[src/include/fltm_pkg.sv]
package fltm_pkg;

  // Clock and oscillator timing; the logic clock is divided down to the oscillator rate.
  localparam int unsigned CLK_PERIOD_NS = 50;
  localparam int unsigned OSC_PERIOD_NS = 250;
  localparam int unsigned PRESC_DIV = OSC_PERIOD_NS / CLK_PERIOD_NS;
  localparam int unsigned PRESC_W = 3;

  // Ground-loss debounce counter width; its overflow time is 2**14 oscillator ticks.
  localparam int unsigned GL_CNT_W = 14;

  // Undervoltage persistence and frame timeout, both counted in oscillator ticks.
  localparam int unsigned UV_SUSTAIN_NS = 1000000;
  localparam int unsigned UV_SUSTAIN_TICKS = UV_SUSTAIN_NS / OSC_PERIOD_NS;
  localparam int unsigned FRAME_TO_NS = 1000000;
  localparam int unsigned FRAME_TO_TICKS = FRAME_TO_NS / OSC_PERIOD_NS;

  // Register byte addresses.
  localparam logic [3:0] ADDR_CONFIG = 4'h0;
  localparam logic [3:0] ADDR_STATUS = 4'h4;
  localparam logic [3:0] ADDR_COMMAND = 4'h8;
  localparam logic [3:0] ADDR_GLCOUNT = 4'hc;

  // Configuration register: low byte is device_config_byte_two, bit 8 routes the ADC.
  localparam int unsigned CFG_GND_LOSS_EN_BIT = 5;
  localparam int unsigned CFG_ADC_SEL_BIT = 8;
  localparam logic [31:0] CFG_MASK = 32'h0000_01ff;
  localparam logic [31:0] CFG_RESET = 32'h0000_0000;

  // Status register bit positions.
  localparam int unsigned ST_U_BIT = 0;
  localparam int unsigned ST_S_BIT = 1;
  localparam int unsigned ST_GND_FAULT_BIT = 2;
  localparam int unsigned ST_ZERO_BIT = 3;
  localparam int unsigned ST_LOCK_BIT = 4;
  localparam int unsigned ST_SWITCH_BIT = 5;
  localparam int unsigned ST_RESET_BIT = 6;
  localparam int unsigned ST_GLOSS_BIT = 7;
  localparam int unsigned ST_STIM_BIT = 8;
  localparam int unsigned ST_TEST_BIT = 9;

  // Command register bit positions; D6 of the command data byte sits at bit 14.
  localparam int unsigned CMD_CLEAR_BIT = 0;
  localparam int unsigned CMD_ST_DIS_BIT = 1;
  localparam int unsigned CMD_ST_EN_BIT = 2;
  localparam int unsigned CMD_INIT_BIT = 3;
  localparam int unsigned CMD_REV_INIT_BIT = 4;
  localparam int unsigned CMD_OTHER_BIT = 5;
  localparam int unsigned CMD_D6_BIT = 14;

endpackage : fltm_pkg

[src/include/fltm_glc_if.sv]
`timescale 1ns/1ps
`default_nettype none
// Carries the ground-loss debounce counter controls and results.
interface fltm_glc_if #(
  parameter int unsigned W = 14
);
  logic tick;
  logic clr;
  logic up;
  logic [W-1:0] count;
  logic loss;

  modport ctr (input tick, input clr, input up, output count, output loss);
  modport user (output tick, output clr, output up, input count, input loss);
endinterface : fltm_glc_if
`default_nettype wire

[src/design/fltm_top.sv]
// The register addresses and the Avalon-MM register port were left to the implementer.
`timescale 1ns/1ps
`default_nettype none
module fltm_top
  import fltm_pkg::*;
#(
  parameter int unsigned UV_TICKS = fltm_pkg::UV_SUSTAIN_TICKS,
  parameter int unsigned FRAME_TICKS = fltm_pkg::FRAME_TO_TICKS,
  parameter int unsigned GL_W = fltm_pkg::GL_CNT_W
) (
  // Clock and reset
  input wire logic clk,
  input wire logic rst_b,
  // Avalon-MM slave
  input wire logic [3:0] avs_address,
  input wire logic avs_read,
  input wire logic avs_write,
  input wire logic [31:0] avs_writedata,
  input wire logic [3:0] avs_byteenable,
  output logic [31:0] avs_readdata,
  output logic avs_waitrequest,
  // Analog comparator and mode inputs, asynchronous
  input wire logic ground_sense_pin,
  input wire logic hold_cap_supply_low,
  input wire logic regulator_cap_node_low,
  input wire logic bus_below_frame,
  input wire logic test_mode,
  // Fault inputs from the fuse array logic, same clock
  input wire logic fuse_fault,
  input wire logic parity_fault,
  // Status and control outputs
  output logic undervoltage_flag,
  output logic accel_status_flag,
  output logic ground_fault_flag,
  output logic zero_accel,
  output logic self_test_lockout,
  output logic self_test_stim_on,
  output logic bus_switch_closed,
  output logic device_in_reset,
  output logic spi_din,
  output logic adc_from_filter_pin
);
  localparam int unsigned TMAX = (UV_TICKS > FRAME_TICKS) ? UV_TICKS : FRAME_TICKS;
  localparam int unsigned TW = $clog2(TMAX + 1);
  localparam logic [TW-1:0] UV_LAST = TW'(UV_TICKS - 1);
  localparam logic [TW-1:0] FRAME_LAST = TW'(FRAME_TICKS - 1);
  localparam logic [PRESC_W-1:0] PRESC_LAST = PRESC_W'(PRESC_DIV - 1);

  typedef struct packed {
    logic [PRESC_W-1:0] presc;
    logic tick;
    logic [TW-1:0] uv_cnt;
    logic uv_sustained;
    logic [TW-1:0] fr_cnt;
    logic frame_to;
    logic in_reset;
    logic [31:0] cfg;
    logic last_dis;
    logic lockout;
    logic stim_on;
    logic switch_closed;
    logic u_flag;
    logic s_flag;
    logic gnd_flt_flag;
    logic zero_accel;
    logic spi_din;
    logic adc_sel;
    logic waitreq;
    logic [31:0] rdata;
  } fltm_top_state_t;

  fltm_top_state_t s_reg;
  fltm_top_state_t s_next;

  logic [4:0] pins_s;
  logic gs_s;
  logic hold_cap_low_s;
  logic reg_node_low_s;
  logic frame_low_s;
  logic test_s;
  logic [31:0] status_word;

  fltm_glc_if #(.W(GL_W)) glc ();

  // All comparator and mode pins pass two flip-flops before any logic sees them.
  fltm_sync #(.W(5)) u_sync (
    .clk(clk),
    .rst_b(rst_b),
    .async_in({ground_sense_pin, hold_cap_supply_low, regulator_cap_node_low,
               bus_below_frame, test_mode}),
    .sync_out(pins_s)
  );

  assign gs_s = pins_s[4];
  assign hold_cap_low_s = pins_s[3];
  assign reg_node_low_s = pins_s[2];
  assign frame_low_s = pins_s[1];
  assign test_s = pins_s[0];

  // The detector is held cleared whenever it is disabled, in test mode or in reset.
  assign glc.tick = s_reg.tick;
  assign glc.clr = ~s_reg.cfg[CFG_GND_LOSS_EN_BIT] | test_s | s_reg.in_reset;
  assign glc.up = gs_s;

  fltm_updown #(.W(GL_W)) u_glc (
    .clk(clk),
    .rst_b(rst_b),
    .glc(glc)
  );

  // Status word shown to software.
  always_comb begin
    status_word = '0;
    status_word[ST_U_BIT] = s_reg.u_flag;
    status_word[ST_S_BIT] = s_reg.s_flag;
    status_word[ST_GND_FAULT_BIT] = s_reg.gnd_flt_flag;
    status_word[ST_ZERO_BIT] = s_reg.zero_accel;
    status_word[ST_LOCK_BIT] = s_reg.lockout;
    status_word[ST_SWITCH_BIT] = s_reg.switch_closed;
    status_word[ST_RESET_BIT] = s_reg.in_reset;
    status_word[ST_GLOSS_BIT] = glc.loss;
    status_word[ST_STIM_BIT] = s_reg.stim_on;
    status_word[ST_TEST_BIT] = test_s;
  end

  // Next-state logic for bus slave, timers, fault flags and command handling.
  always_comb begin
    logic wr_fire;
    logic cmd_fire;
    logic clr_cmd;
    logic u_cond;
    logic s_cond;
    logic gnd_flt_cond;
    logic [31:0] wd;
    wr_fire = 1'b0;
    cmd_fire = 1'b0;
    clr_cmd = 1'b0;
    u_cond = 1'b0;
    s_cond = 1'b0;
    gnd_flt_cond = 1'b0;
    wd = avs_writedata;
    s_next = s_reg;

    // Oscillator-rate tick, one clock wide.
    s_next.tick = 1'b0;
    if (s_reg.presc == PRESC_LAST) begin
      s_next.presc = '0;
      s_next.tick = 1'b1;
    end else begin
      s_next.presc = s_reg.presc + 1'b1;
    end

    // Persistence timers restart the moment their condition goes away.
    if (!hold_cap_low_s) begin
      s_next.uv_cnt = '0;
      s_next.uv_sustained = 1'b0;
    end else if (s_reg.tick && !s_reg.uv_sustained) begin
      if (s_reg.uv_cnt == UV_LAST) begin
        s_next.uv_sustained = 1'b1;
      end else begin
        s_next.uv_cnt = s_reg.uv_cnt + 1'b1;
      end
    end
    if (!frame_low_s) begin
      s_next.fr_cnt = '0;
      s_next.frame_to = 1'b0;
    end else if (s_reg.tick && !s_reg.frame_to) begin
      if (s_reg.fr_cnt == FRAME_LAST) begin
        s_next.frame_to = 1'b1;
      end else begin
        s_next.fr_cnt = s_reg.fr_cnt + 1'b1;
      end
    end
    s_next.in_reset = reg_node_low_s | s_reg.uv_sustained | s_reg.frame_to;

    // Bus slave: one wait cycle, then the access completes.
    s_next.waitreq = 1'b1;
    if ((avs_read || avs_write) && s_reg.waitreq) begin
      s_next.waitreq = 1'b0;
      if (avs_read) begin
        if (avs_address == ADDR_CONFIG) begin
          s_next.rdata = s_reg.cfg;
        end else if (avs_address == ADDR_STATUS) begin
          s_next.rdata = status_word;
        end else if (avs_address == ADDR_GLCOUNT) begin
          s_next.rdata = 32'(glc.count);
        end else begin
          s_next.rdata = '0;
        end
      end
    end
    wr_fire = avs_write && !s_reg.waitreq;
    for (int i = 0; i < 4; i++) begin
      if (!avs_byteenable[i]) begin
        wd[8*i +: 8] = 8'h00;
      end
    end
    if (wr_fire && avs_address == ADDR_CONFIG) begin
      for (int i = 0; i < 4; i++) begin
        if (avs_byteenable[i]) begin
          s_next.cfg[8*i +: 8] = avs_writedata[8*i +: 8];
        end
      end
      s_next.cfg = s_next.cfg & CFG_MASK;
    end
    // Commands are dropped while the device sits in reset, as the link would see.
    cmd_fire = wr_fire && (avs_address == ADDR_COMMAND) && !s_reg.in_reset;

    // Command decode, one command per write, Clear taking priority.
    if (cmd_fire) begin
      if (wd[CMD_CLEAR_BIT]) begin
        clr_cmd = 1'b1;
        s_next.last_dis = 1'b0;
      end else if (wd[CMD_ST_DIS_BIT]) begin
        s_next.stim_on = 1'b0;
        s_next.last_dis = 1'b1;
        if (s_reg.last_dis) begin
          s_next.lockout = 1'b1;
        end
      end else if (wd[CMD_ST_EN_BIT]) begin
        s_next.last_dis = 1'b0;
        s_next.stim_on = ~s_reg.lockout;
      end else if (wd[CMD_INIT_BIT] || wd[CMD_REV_INIT_BIT]) begin
        s_next.last_dis = 1'b0;
        if (wd[CMD_D6_BIT]) begin
          s_next.switch_closed = 1'b1;
        end
      end else if (wd[CMD_OTHER_BIT]) begin
        s_next.last_dis = 1'b0;
      end
    end

    // Fault qualification; set always wins over a simultaneous Clear.
    u_cond = hold_cap_low_s;
    gnd_flt_cond = glc.loss;
    s_cond = fuse_fault | parity_fault | glc.loss;
    if (s_reg.lockout) begin
      s_next.u_flag = u_cond | (s_reg.u_flag & ~clr_cmd);
      s_next.s_flag = s_cond | (s_reg.s_flag & ~clr_cmd);
      s_next.gnd_flt_flag = gnd_flt_cond | (s_reg.gnd_flt_flag & ~clr_cmd);
    end else begin
      s_next.u_flag = u_cond;
      s_next.s_flag = s_cond;
      s_next.gnd_flt_flag = gnd_flt_cond;
    end
    s_next.zero_accel = s_next.u_flag | s_next.s_flag;

    // Test-mode pin reuse.
    s_next.spi_din = test_s & gs_s;
    s_next.adc_sel = test_s & s_reg.cfg[CFG_ADC_SEL_BIT];

    // Continuous reset wipes device state but keeps the bus slave alive for software.
    if (s_reg.in_reset) begin
      s_next.switch_closed = 1'b0;
      s_next.lockout = 1'b0;
      s_next.last_dis = 1'b0;
      s_next.stim_on = 1'b0;
      s_next.u_flag = 1'b0;
      s_next.s_flag = 1'b0;
      s_next.gnd_flt_flag = 1'b0;
      s_next.zero_accel = 1'b0;
    end
  end

  // State register; power-on reset leaves the switch open, waitrequest high and everything else cleared.
  always_ff @(posedge clk or negedge rst_b) begin
    if (!rst_b) begin
      s_reg <= '0;
      s_reg.cfg <= CFG_RESET;
      s_reg.waitreq <= 1'b1;
    end else begin
      s_reg <= s_next;
    end
  end

  // Every output comes straight from the state register.
  assign avs_readdata = s_reg.rdata;
  assign avs_waitrequest = s_reg.waitreq;
  assign undervoltage_flag = s_reg.u_flag;
  assign accel_status_flag = s_reg.s_flag;
  assign ground_fault_flag = s_reg.gnd_flt_flag;
  assign zero_accel = s_reg.zero_accel;
  assign self_test_lockout = s_reg.lockout;
  assign self_test_stim_on = s_reg.stim_on;
  assign bus_switch_closed = s_reg.switch_closed;
  assign device_in_reset = s_reg.in_reset;
  assign spi_din = s_reg.spi_din;
  assign adc_from_filter_pin = s_reg.adc_sel;
endmodule : fltm_top
`default_nettype wire

[src/design/fltm_sync.sv]
`timescale 1ns/1ps
`default_nettype none
module fltm_sync #(
  parameter int unsigned W = 1
) (
  // Clock and reset
  input wire logic clk,
  input wire logic rst_b,
  // Asynchronous levels in, synchronised levels out
  input wire logic [W-1:0] async_in,
  output logic [W-1:0] sync_out
);
  typedef struct packed {
    logic [W-1:0] s1;
    logic [W-1:0] s2;
  } fltm_sync_state_t;

  fltm_sync_state_t s_reg;
  fltm_sync_state_t s_next;

  // The first stage feeds only the second stage, so metastability cannot leak.
  always_comb begin
    s_next = s_reg;
    s_next.s1 = async_in;
    s_next.s2 = s_reg.s1;
  end

  // State register.
  always_ff @(posedge clk or negedge rst_b) begin
    if (!rst_b) begin
      s_reg <= '0;
    end else begin
      s_reg <= s_next;
    end
  end

  assign sync_out = s_reg.s2;
endmodule : fltm_sync
`default_nettype wire

[src/design/fltm_updown.sv]
`timescale 1ns/1ps
`default_nettype none
module fltm_updown #(
  parameter int unsigned W = 14
) (
  // Clock and reset
  input wire logic clk,
  input wire logic rst_b,
  // Counter controls and results
  fltm_glc_if.ctr glc
);
  typedef struct packed {
    logic [W-1:0] count;
    logic loss;
  } fltm_updown_state_t;

  fltm_updown_state_t s_reg;
  fltm_updown_state_t s_next;

  // Up/down filter: a brief open only moves the count, it never flags by itself.
  always_comb begin
    s_next = s_reg;
    if (glc.clr) begin
      s_next = '0;
    end else if (glc.tick) begin
      if (glc.up) begin
        if (&s_reg.count) begin
          s_next.loss = 1'b1;
        end else begin
          s_next.count = s_reg.count + 1'b1;
        end
      end else if (s_reg.count != '0) begin
        s_next.count = s_reg.count - 1'b1;
      end else begin
        s_next.loss = 1'b0;
      end
    end
  end

  // State register.
  always_ff @(posedge clk or negedge rst_b) begin
    if (!rst_b) begin
      s_reg <= '0;
    end else begin
      s_reg <= s_next;
    end
  end

  assign glc.count = s_reg.count;
  assign glc.loss = s_reg.loss;
endmodule : fltm_updown
`default_nettype wire

[config.mk]
export PLATFORM = sky130hd
export DESIGN_NAME = fltm_top
export DESIGN_NICKNAME = d
export VERILOG_FILES = /design/src/include/fltm_pkg.sv /design/src/include/fltm_glc_if.sv /design/src/design/fltm_top.sv /design/src/design/fltm_sync.sv /design/src/design/fltm_updown.sv
export SDC_FILE = /design/constraint.sdc
export NUM_CORES = 1
export LEC_CHECK = 0
export BUFFER_PORTS_ARGS = -buffer_cell sky130_fd_sc_hd__buf_2
export CORE_ASPECT_RATIO = 0.8
export CORE_MARGIN = 5
export CORE_UTILIZATION = 56
export CTS_CLUSTER_DIAMETER = 150
export DETAILED_ROUTE_END_ITERATION = 16
export PLACE_DENSITY = 0.84
export SLEW_MARGIN = 20
export SYNTH_ARGS = -nofsm -noshare
export SYNTH_HDL_FRONTEND = slang
export SYNTH_HIERARCHICAL = 1
export SYNTH_SLANG_ARGS = --single-unit
[constraint.sdc]
create_clock -name clk -period 2.6 [get_ports clk]
set_clock_uncertainty 0.05 [all_clocks]
set_input_delay 0.39 -clock clk [delete_from_list [all_inputs] [get_ports clk]]
set_output_delay 0.39 -clock clk [all_outputs]
set_load 0.05 [all_outputs]
-- Word level (Yosys, flattened, before mapping)
Cells that the tools add are included.
- bitwise operators: 18
- mux-type cells: 43
- reduce and logical (&&, ||, !) cells: 38
- equality and inequality tests: 18
- $add $sub $neg: 5
- operators with widths (operator ; count):
    14-bit 2-to-1 mux ; 5
    13-bit 2-to-1 mux ; 4
    15-bit 2-to-1 mux ; 3
    33-bit 2-to-1 mux ; 1
    32-bit 2-to-1 mux ; 1
    12-bit by 1-bit adder with 12-bit output, second input constant ; 2
    12-bit equality test, second input constant ; 2
    12-bit 2-to-1 mux ; 2
    1-bit 2-to-1 mux ; 20
    2-bit != test, second input constant ; 9
    2-bit AND reduction ; 8
    14-bit by 1-bit adder with 14-bit output, second input constant ; 1
    14-bit AND reduction ; 1
    14-bit nonzero test ; 1
    14-bit by 1-bit subtractor with 14-bit output, second input constant ; 1
    2-bit nonzero test ; 6
    1-bit bitwise OR ; 10
    3-bit 2-to-1 mux ; 3
    3-bit AND reduction ; 3
    4-bit equality test, second input constant ; 2
    8-bit 2-to-1 mux ; 1
    1-bit logical AND ; 7
    7-bit 2-to-1 mux ; 1
    6-bit 2-to-1 mux ; 1
    other kinds (15) ; 27
- flip-flop bits (word level): 108
- output and inout port bits: 43
- logic and storage cells: 147

-- Longest topological paths before layout
- depth after elaboration: 11
- mapped depth: 10
- depth with buffers taken out: 8

-- Cells and area by module
The synthesis kept the hierarchy.
- by module, submodules not included (module ; area an instance (µm²) ; seq. area each (µm²) ; cells an instance ; instances):
    fltm_top ; 3390.8 ; 1627.8 ; 326 ; 1
    fltm_updown ; 1287.5 ; 375.4 ; 138 ; 1
    fltm_sync ; 250.2 ; 250.2 ; 10 ; 1

-- Least setup slack after synthesis
No wires, ideal clock.
- kind: register to register
- start: reg u_sync.s_reg (netlist bit u_sync/sync_out[4])
- end: reg u_glc.s_reg (netlist bit u_glc/glc.count[10])
- period minus slack after synthesis: 2.361 ns
- arrival time: 2.190 ns
- path buffers: 0
- library setup time: 0.121 ns
- stages on the path, launching flop included: 9
- slack: 0.239 ns
- cells stage by stage: dfrtp_1 -> inv_1 -> ha_1 -> a2111oi_4 -> o21ai_2 -> a21oi_2 -> o21bai_1 -> xor2_1 -> a22o_1
- cells in the longest elaborated chain, start to end: 3
- ends and longest elaborated chain (element ; RTL line ; text):
    start, declared ; fltm_sync.sv:18 ; fltm_sync_state_t s_reg;
    start signal, assigned ; fltm_sync.sv:33 ; s_reg <= s_next;
    15-bit 2-to-1 mux ; fltm_updown.sv:26 ; if (glc.up) begin
    15-bit 2-to-1 mux ; fltm_updown.sv:25 ; end else if (glc.tick) begin
    15-bit 2-to-1 mux ; fltm_updown.sv:23 ; if (glc.clr) begin
    end signal, assigned ; fltm_updown.sv:45 ; s_reg <= s_next;
    end, declared ; fltm_updown.sv:17 ; fltm_updown_state_t s_reg;
Parallel ways exist; a longest one is shown, timed or not. The select of a mux whose other input is x is not followed.
A chain may end at the register's enable or synchronous reset.

-- Worst setup path after layout
Same ends and word-level chain as after synthesis.

==> metrics.md <==
| Metric | Value |
|---|---|
| Cell variety after synth | `65` |
| Final #Nets | `584` |
| Clk Latency, worst-skew pair | `370 ps` |
| All-Layer GR Usage | `0.2036` |
| VDD IR max | `0.4172 mV` |
| Mapped Cells | `474` |
| DR pass1 iterations | `5` |
| Net Switching | `768.9 uW` |
| Register area share after synthesis | `0.4572` |
| DR iter-0 viols | `400` |
| Worst Setup End Kind | `flip-flop` |
| Routability cong. | `0.8855` |
| Final Setup Violations | `0` |
| Synthesized area | `4928 um2` |
| Total number of vias | `3736` |
| Worst-case reg-to-reg path depth | `8` |
| Pwr dens | `529.0 nW/um2` |
| Post-cts sizing count | `0` |
| Reg2reg start | `u_sync/sync_out[4]` |
| Hold Path Origin | `hold_cap_supply_low` |
| Setup slack, reg-to-reg | `230 ps` |
| Tmin final | `2372 ps` |
| Slowest stage delay, CP | `430 ps` |
| Largest net degree at the start of global routing | `47` |
| Hold Vio Cnt, Final | `0` |
| Leakage | `2.574 nW` |
| Top Ports | `94` |
| Total Power | `2.853 mW` |
| DP HPWL | `7758 um` |
| Sink Count | `90` |
| Slew Limit Fails | `0` |
| Root Buffer | `clkbuf_8` |
| Crit path DAT | `2580 ps` |
| Routed len/inst | `16.51 um` |
| Reg power frac | `0.518` |
| Ys flop type | `dfrtp_1` |
| Max Cap Viol | `0` |
| Worst slew margin | `0.5980` |
| Standard-cell rows | `30` |
| WP data required | `2810 ps` |
| R2R Path End | `u_glc/glc.count[10]` |
| Post-route setup TNS | `0 ps` |
| Antenna Nets Post-Route | `0` |
| Slowest-stage cell, CP | `a2111oi_4` |
| Sw Share | `0.2695` |
| Layout cells sized above 1 | `0.1900` |
| Flops & latches, synth | `90` |
| Vias in the first global route | `3673` |
| Port Buffers | `51` |
| # DRC | `0` |
| CP Cell Sequence | `inv_1 > ha_1 > a2111oi_4 > o21ai_2 > a21oi_2 > o21bai_1 > xor2_1 > a22o_1` |
| Crit path kind | `flip-flop to flip-flop` |
| Part of the cycle the worst path needs | `0.9125` |
| Worst hold endpoint | `u_sync/s_next[3]` |
| Slew @ Worst Pin | `603.0 ps` |
| Util after Layout | `0.6330` |
| Clk pwr share | `0.364` |
| Post-Route WL | `10450 um` |
| Hold Crit Class | `input port to flip-flop` |
| Register Area | `2253 um2` |
| TritonCTS clock tree | `built` |
| Die Area | `10790 um2` |
| Worst Path Max Fanout | `7` |
| Htree depth | `3` |
| Synth Warn # | `6` |
| Hold buffers post-CTS | `1` |
| Clk slew on worst S/H paths | `90 ps` |
| Max Clock Freq | `421.5 MHz` |
| Internal power | `2.084 mW` |
| Starting Density | `0.5784` |
| Vias/cell | `5.902` |
| Number of synthesized flops with an enable pin | `0` |
| Logic gate share of total power | `0.118` |
| Core area | `8521 um2` |
| Syn avg cell area | `10.40 um2` |
| Status | `finished, final reports clean` |
| Worst hold margin | `69.01 ps` |
| CTS buffer count | `9` |
| Die H | `93.91 um` |
| Total gr overflow | `0` |
| Initial antenna violation count | `0` |
| Placed Instances | `616` |
| Max clock buf depth | `2` |
| Fillcell total | `673` |
| Post-CTS setup repair buffer count | `0` |
| RSZ-0062 raised after global routing | `false` |
| WHS Path Cells | `1` |
| First-pass GRT wire length | `17480 um` |
| Number of flip-flops under the largest register name | `39` |
| Syn-to-layout area delta | `9.444%` |
| Multi-input gate area | `2381 um2` |
| Die Wd | `114.9 um` |
| Startpoint class of the critical path | `flip-flop` |
| Ant. Diodes | `0` |
| Final Non-Filler Cells | `633` |
| Fraction of registers with async set/reset | `1.000` |
==> cell usage in the layout (no fill, tap or decap), types with 3 or more instances in the layout <==
cell and instances:
a21o_1 5, a21oi_1 15, a22o_1 21, and2_1 18, buf_2 50, buf_4 8, clkbuf_8 9, clkinvlp_4 3
conb_1 18, dfrtp_1 89, ha_1 16, inv_1 16, mux2_2 12, mux2i_1 15, nand2_1 42, nand2b_1 9
nand3_1 9, nand4_1 11, nor2_1 15, nor3_1 13, nor4_1 12, o211ai_1 3, o21a_1 6, o21ai_0 21
o21ai_1 6, o31ai_1 8, xnor2_1 10, xor2_1 12
==> synth_stat cells (10+ instances only) <==
library cell | instances | area share
dfrtp_1 | 89 | 0.45
o21ai_0 | 21 | 0.021
mux2i_1 | 15 | 0.030
a22o_1 | 21 | 0.037
xor2_1 | 12 | 0.021
a21oi_1 | 15 | 0.015
nand2_1 | 42 | 0.032
xnor2_1 | 10 | 0.018
nor3_1 | 13 | 0.013
nand4_1 | 11 | 0.014
and2_1 | 18 | 0.023
ha_1 | 16 | 0.041
mux2_2 | 12 | 0.027
buf_4 | 32 | 0.049
nor4_1 | 12 | 0.015
nor2_1 | 15 | 0.011
inv_1 | 16 | 0.012
==> metal layers <==
layer / wire (um) / GRT usage / vias up
li1: - / - / 1748
met1: 4560 / 0.2599 / 1850
met2: 5110 / 0.3406 / 120
met3: 645 / 0.05409 / 18
met4: 136 / 0.05865 / 0
met5: 0 / 0 / -
==> power by group through the flow <==
| stage | Combinational [mW] | Sequential [mW] | Clock (mW) |
|---|---|---|---|
| after detailed placement | 0.335 | 1.51 | 0 |
| after floorplan | 0.235 | 1.52 | 0 |
| after CTS | 0.338 | 1.48 | 1.06 |
| final | 0.337 | 1.48 | 1.04 |
| after global routing | 0.366 | 1.48 | 1.11 |
| after global placement | 0.326 | 1.50 | 0 |
==> how the worst max path moves through the flow <==
stage,startpoint,end,slack (ps),depth (start not counted)
global placement,u_sync/sync_out[4],u_glc/glc.count[10],300,8
floorplan,u_sync/sync_out[4],u_glc/glc.count[10],240,8
detailed placement,u_sync/sync_out[4],u_glc/glc.count[10],250,8
finish,u_sync/sync_out[4],u_glc/glc.count[10],230,8
CTS,u_sync/sync_out[4],u_glc/glc.count[10],240,8
global route,u_sync/sync_out[4],u_glc/glc.count[12],30,8
==> final cells by class <==
| class | count | share of cell area |
|---|---|---|
| multi-input cells | 339 | 0.4414 |
| flip-flops and latches | 90 | 0.4178 |
| repair buffers | 60 | 0.06309 |
| well taps | 112 | 0.02598 |
| clock buffers | 10 | 0.02366 |
| clock inverters | 6 | 0.01693 |
| inverters | 16 | 0.01113 |
==> metrics by stage <==
stage | area (um2) | setup WS (ps)
global placement | 5165 | 302.5
finish | 5394 | 227.6
global route | 5394 | 34.51
detailed placement | 5165 | 251.6
CTS | 5394 | 242.7
floorplan | 4992 | 238.7
==> cell families after synthesis <==
logic type,synth area share
adders and majority gates,0.04468
other,0.0007609
buffers and inverters,0.07261
AOI/OAI and AO/OA,0.1630
muxes,0.05788
DFF,0.4572
xor gates and xnor gates,0.03910
and+or+nand+nor,0.1648
==> worst max-delay path: cells and delay by family, from the launching register on <==
family	cells	cell delay (ps)
buffers and inverters	1	220
flip-flops	1	390
AO/OA/AOI/OAI	5	1080
XOR/XNOR	1	160
adder cells (fa/ha/maj)	1	370
No activity file was read; power rests on OpenSTA's default activity.
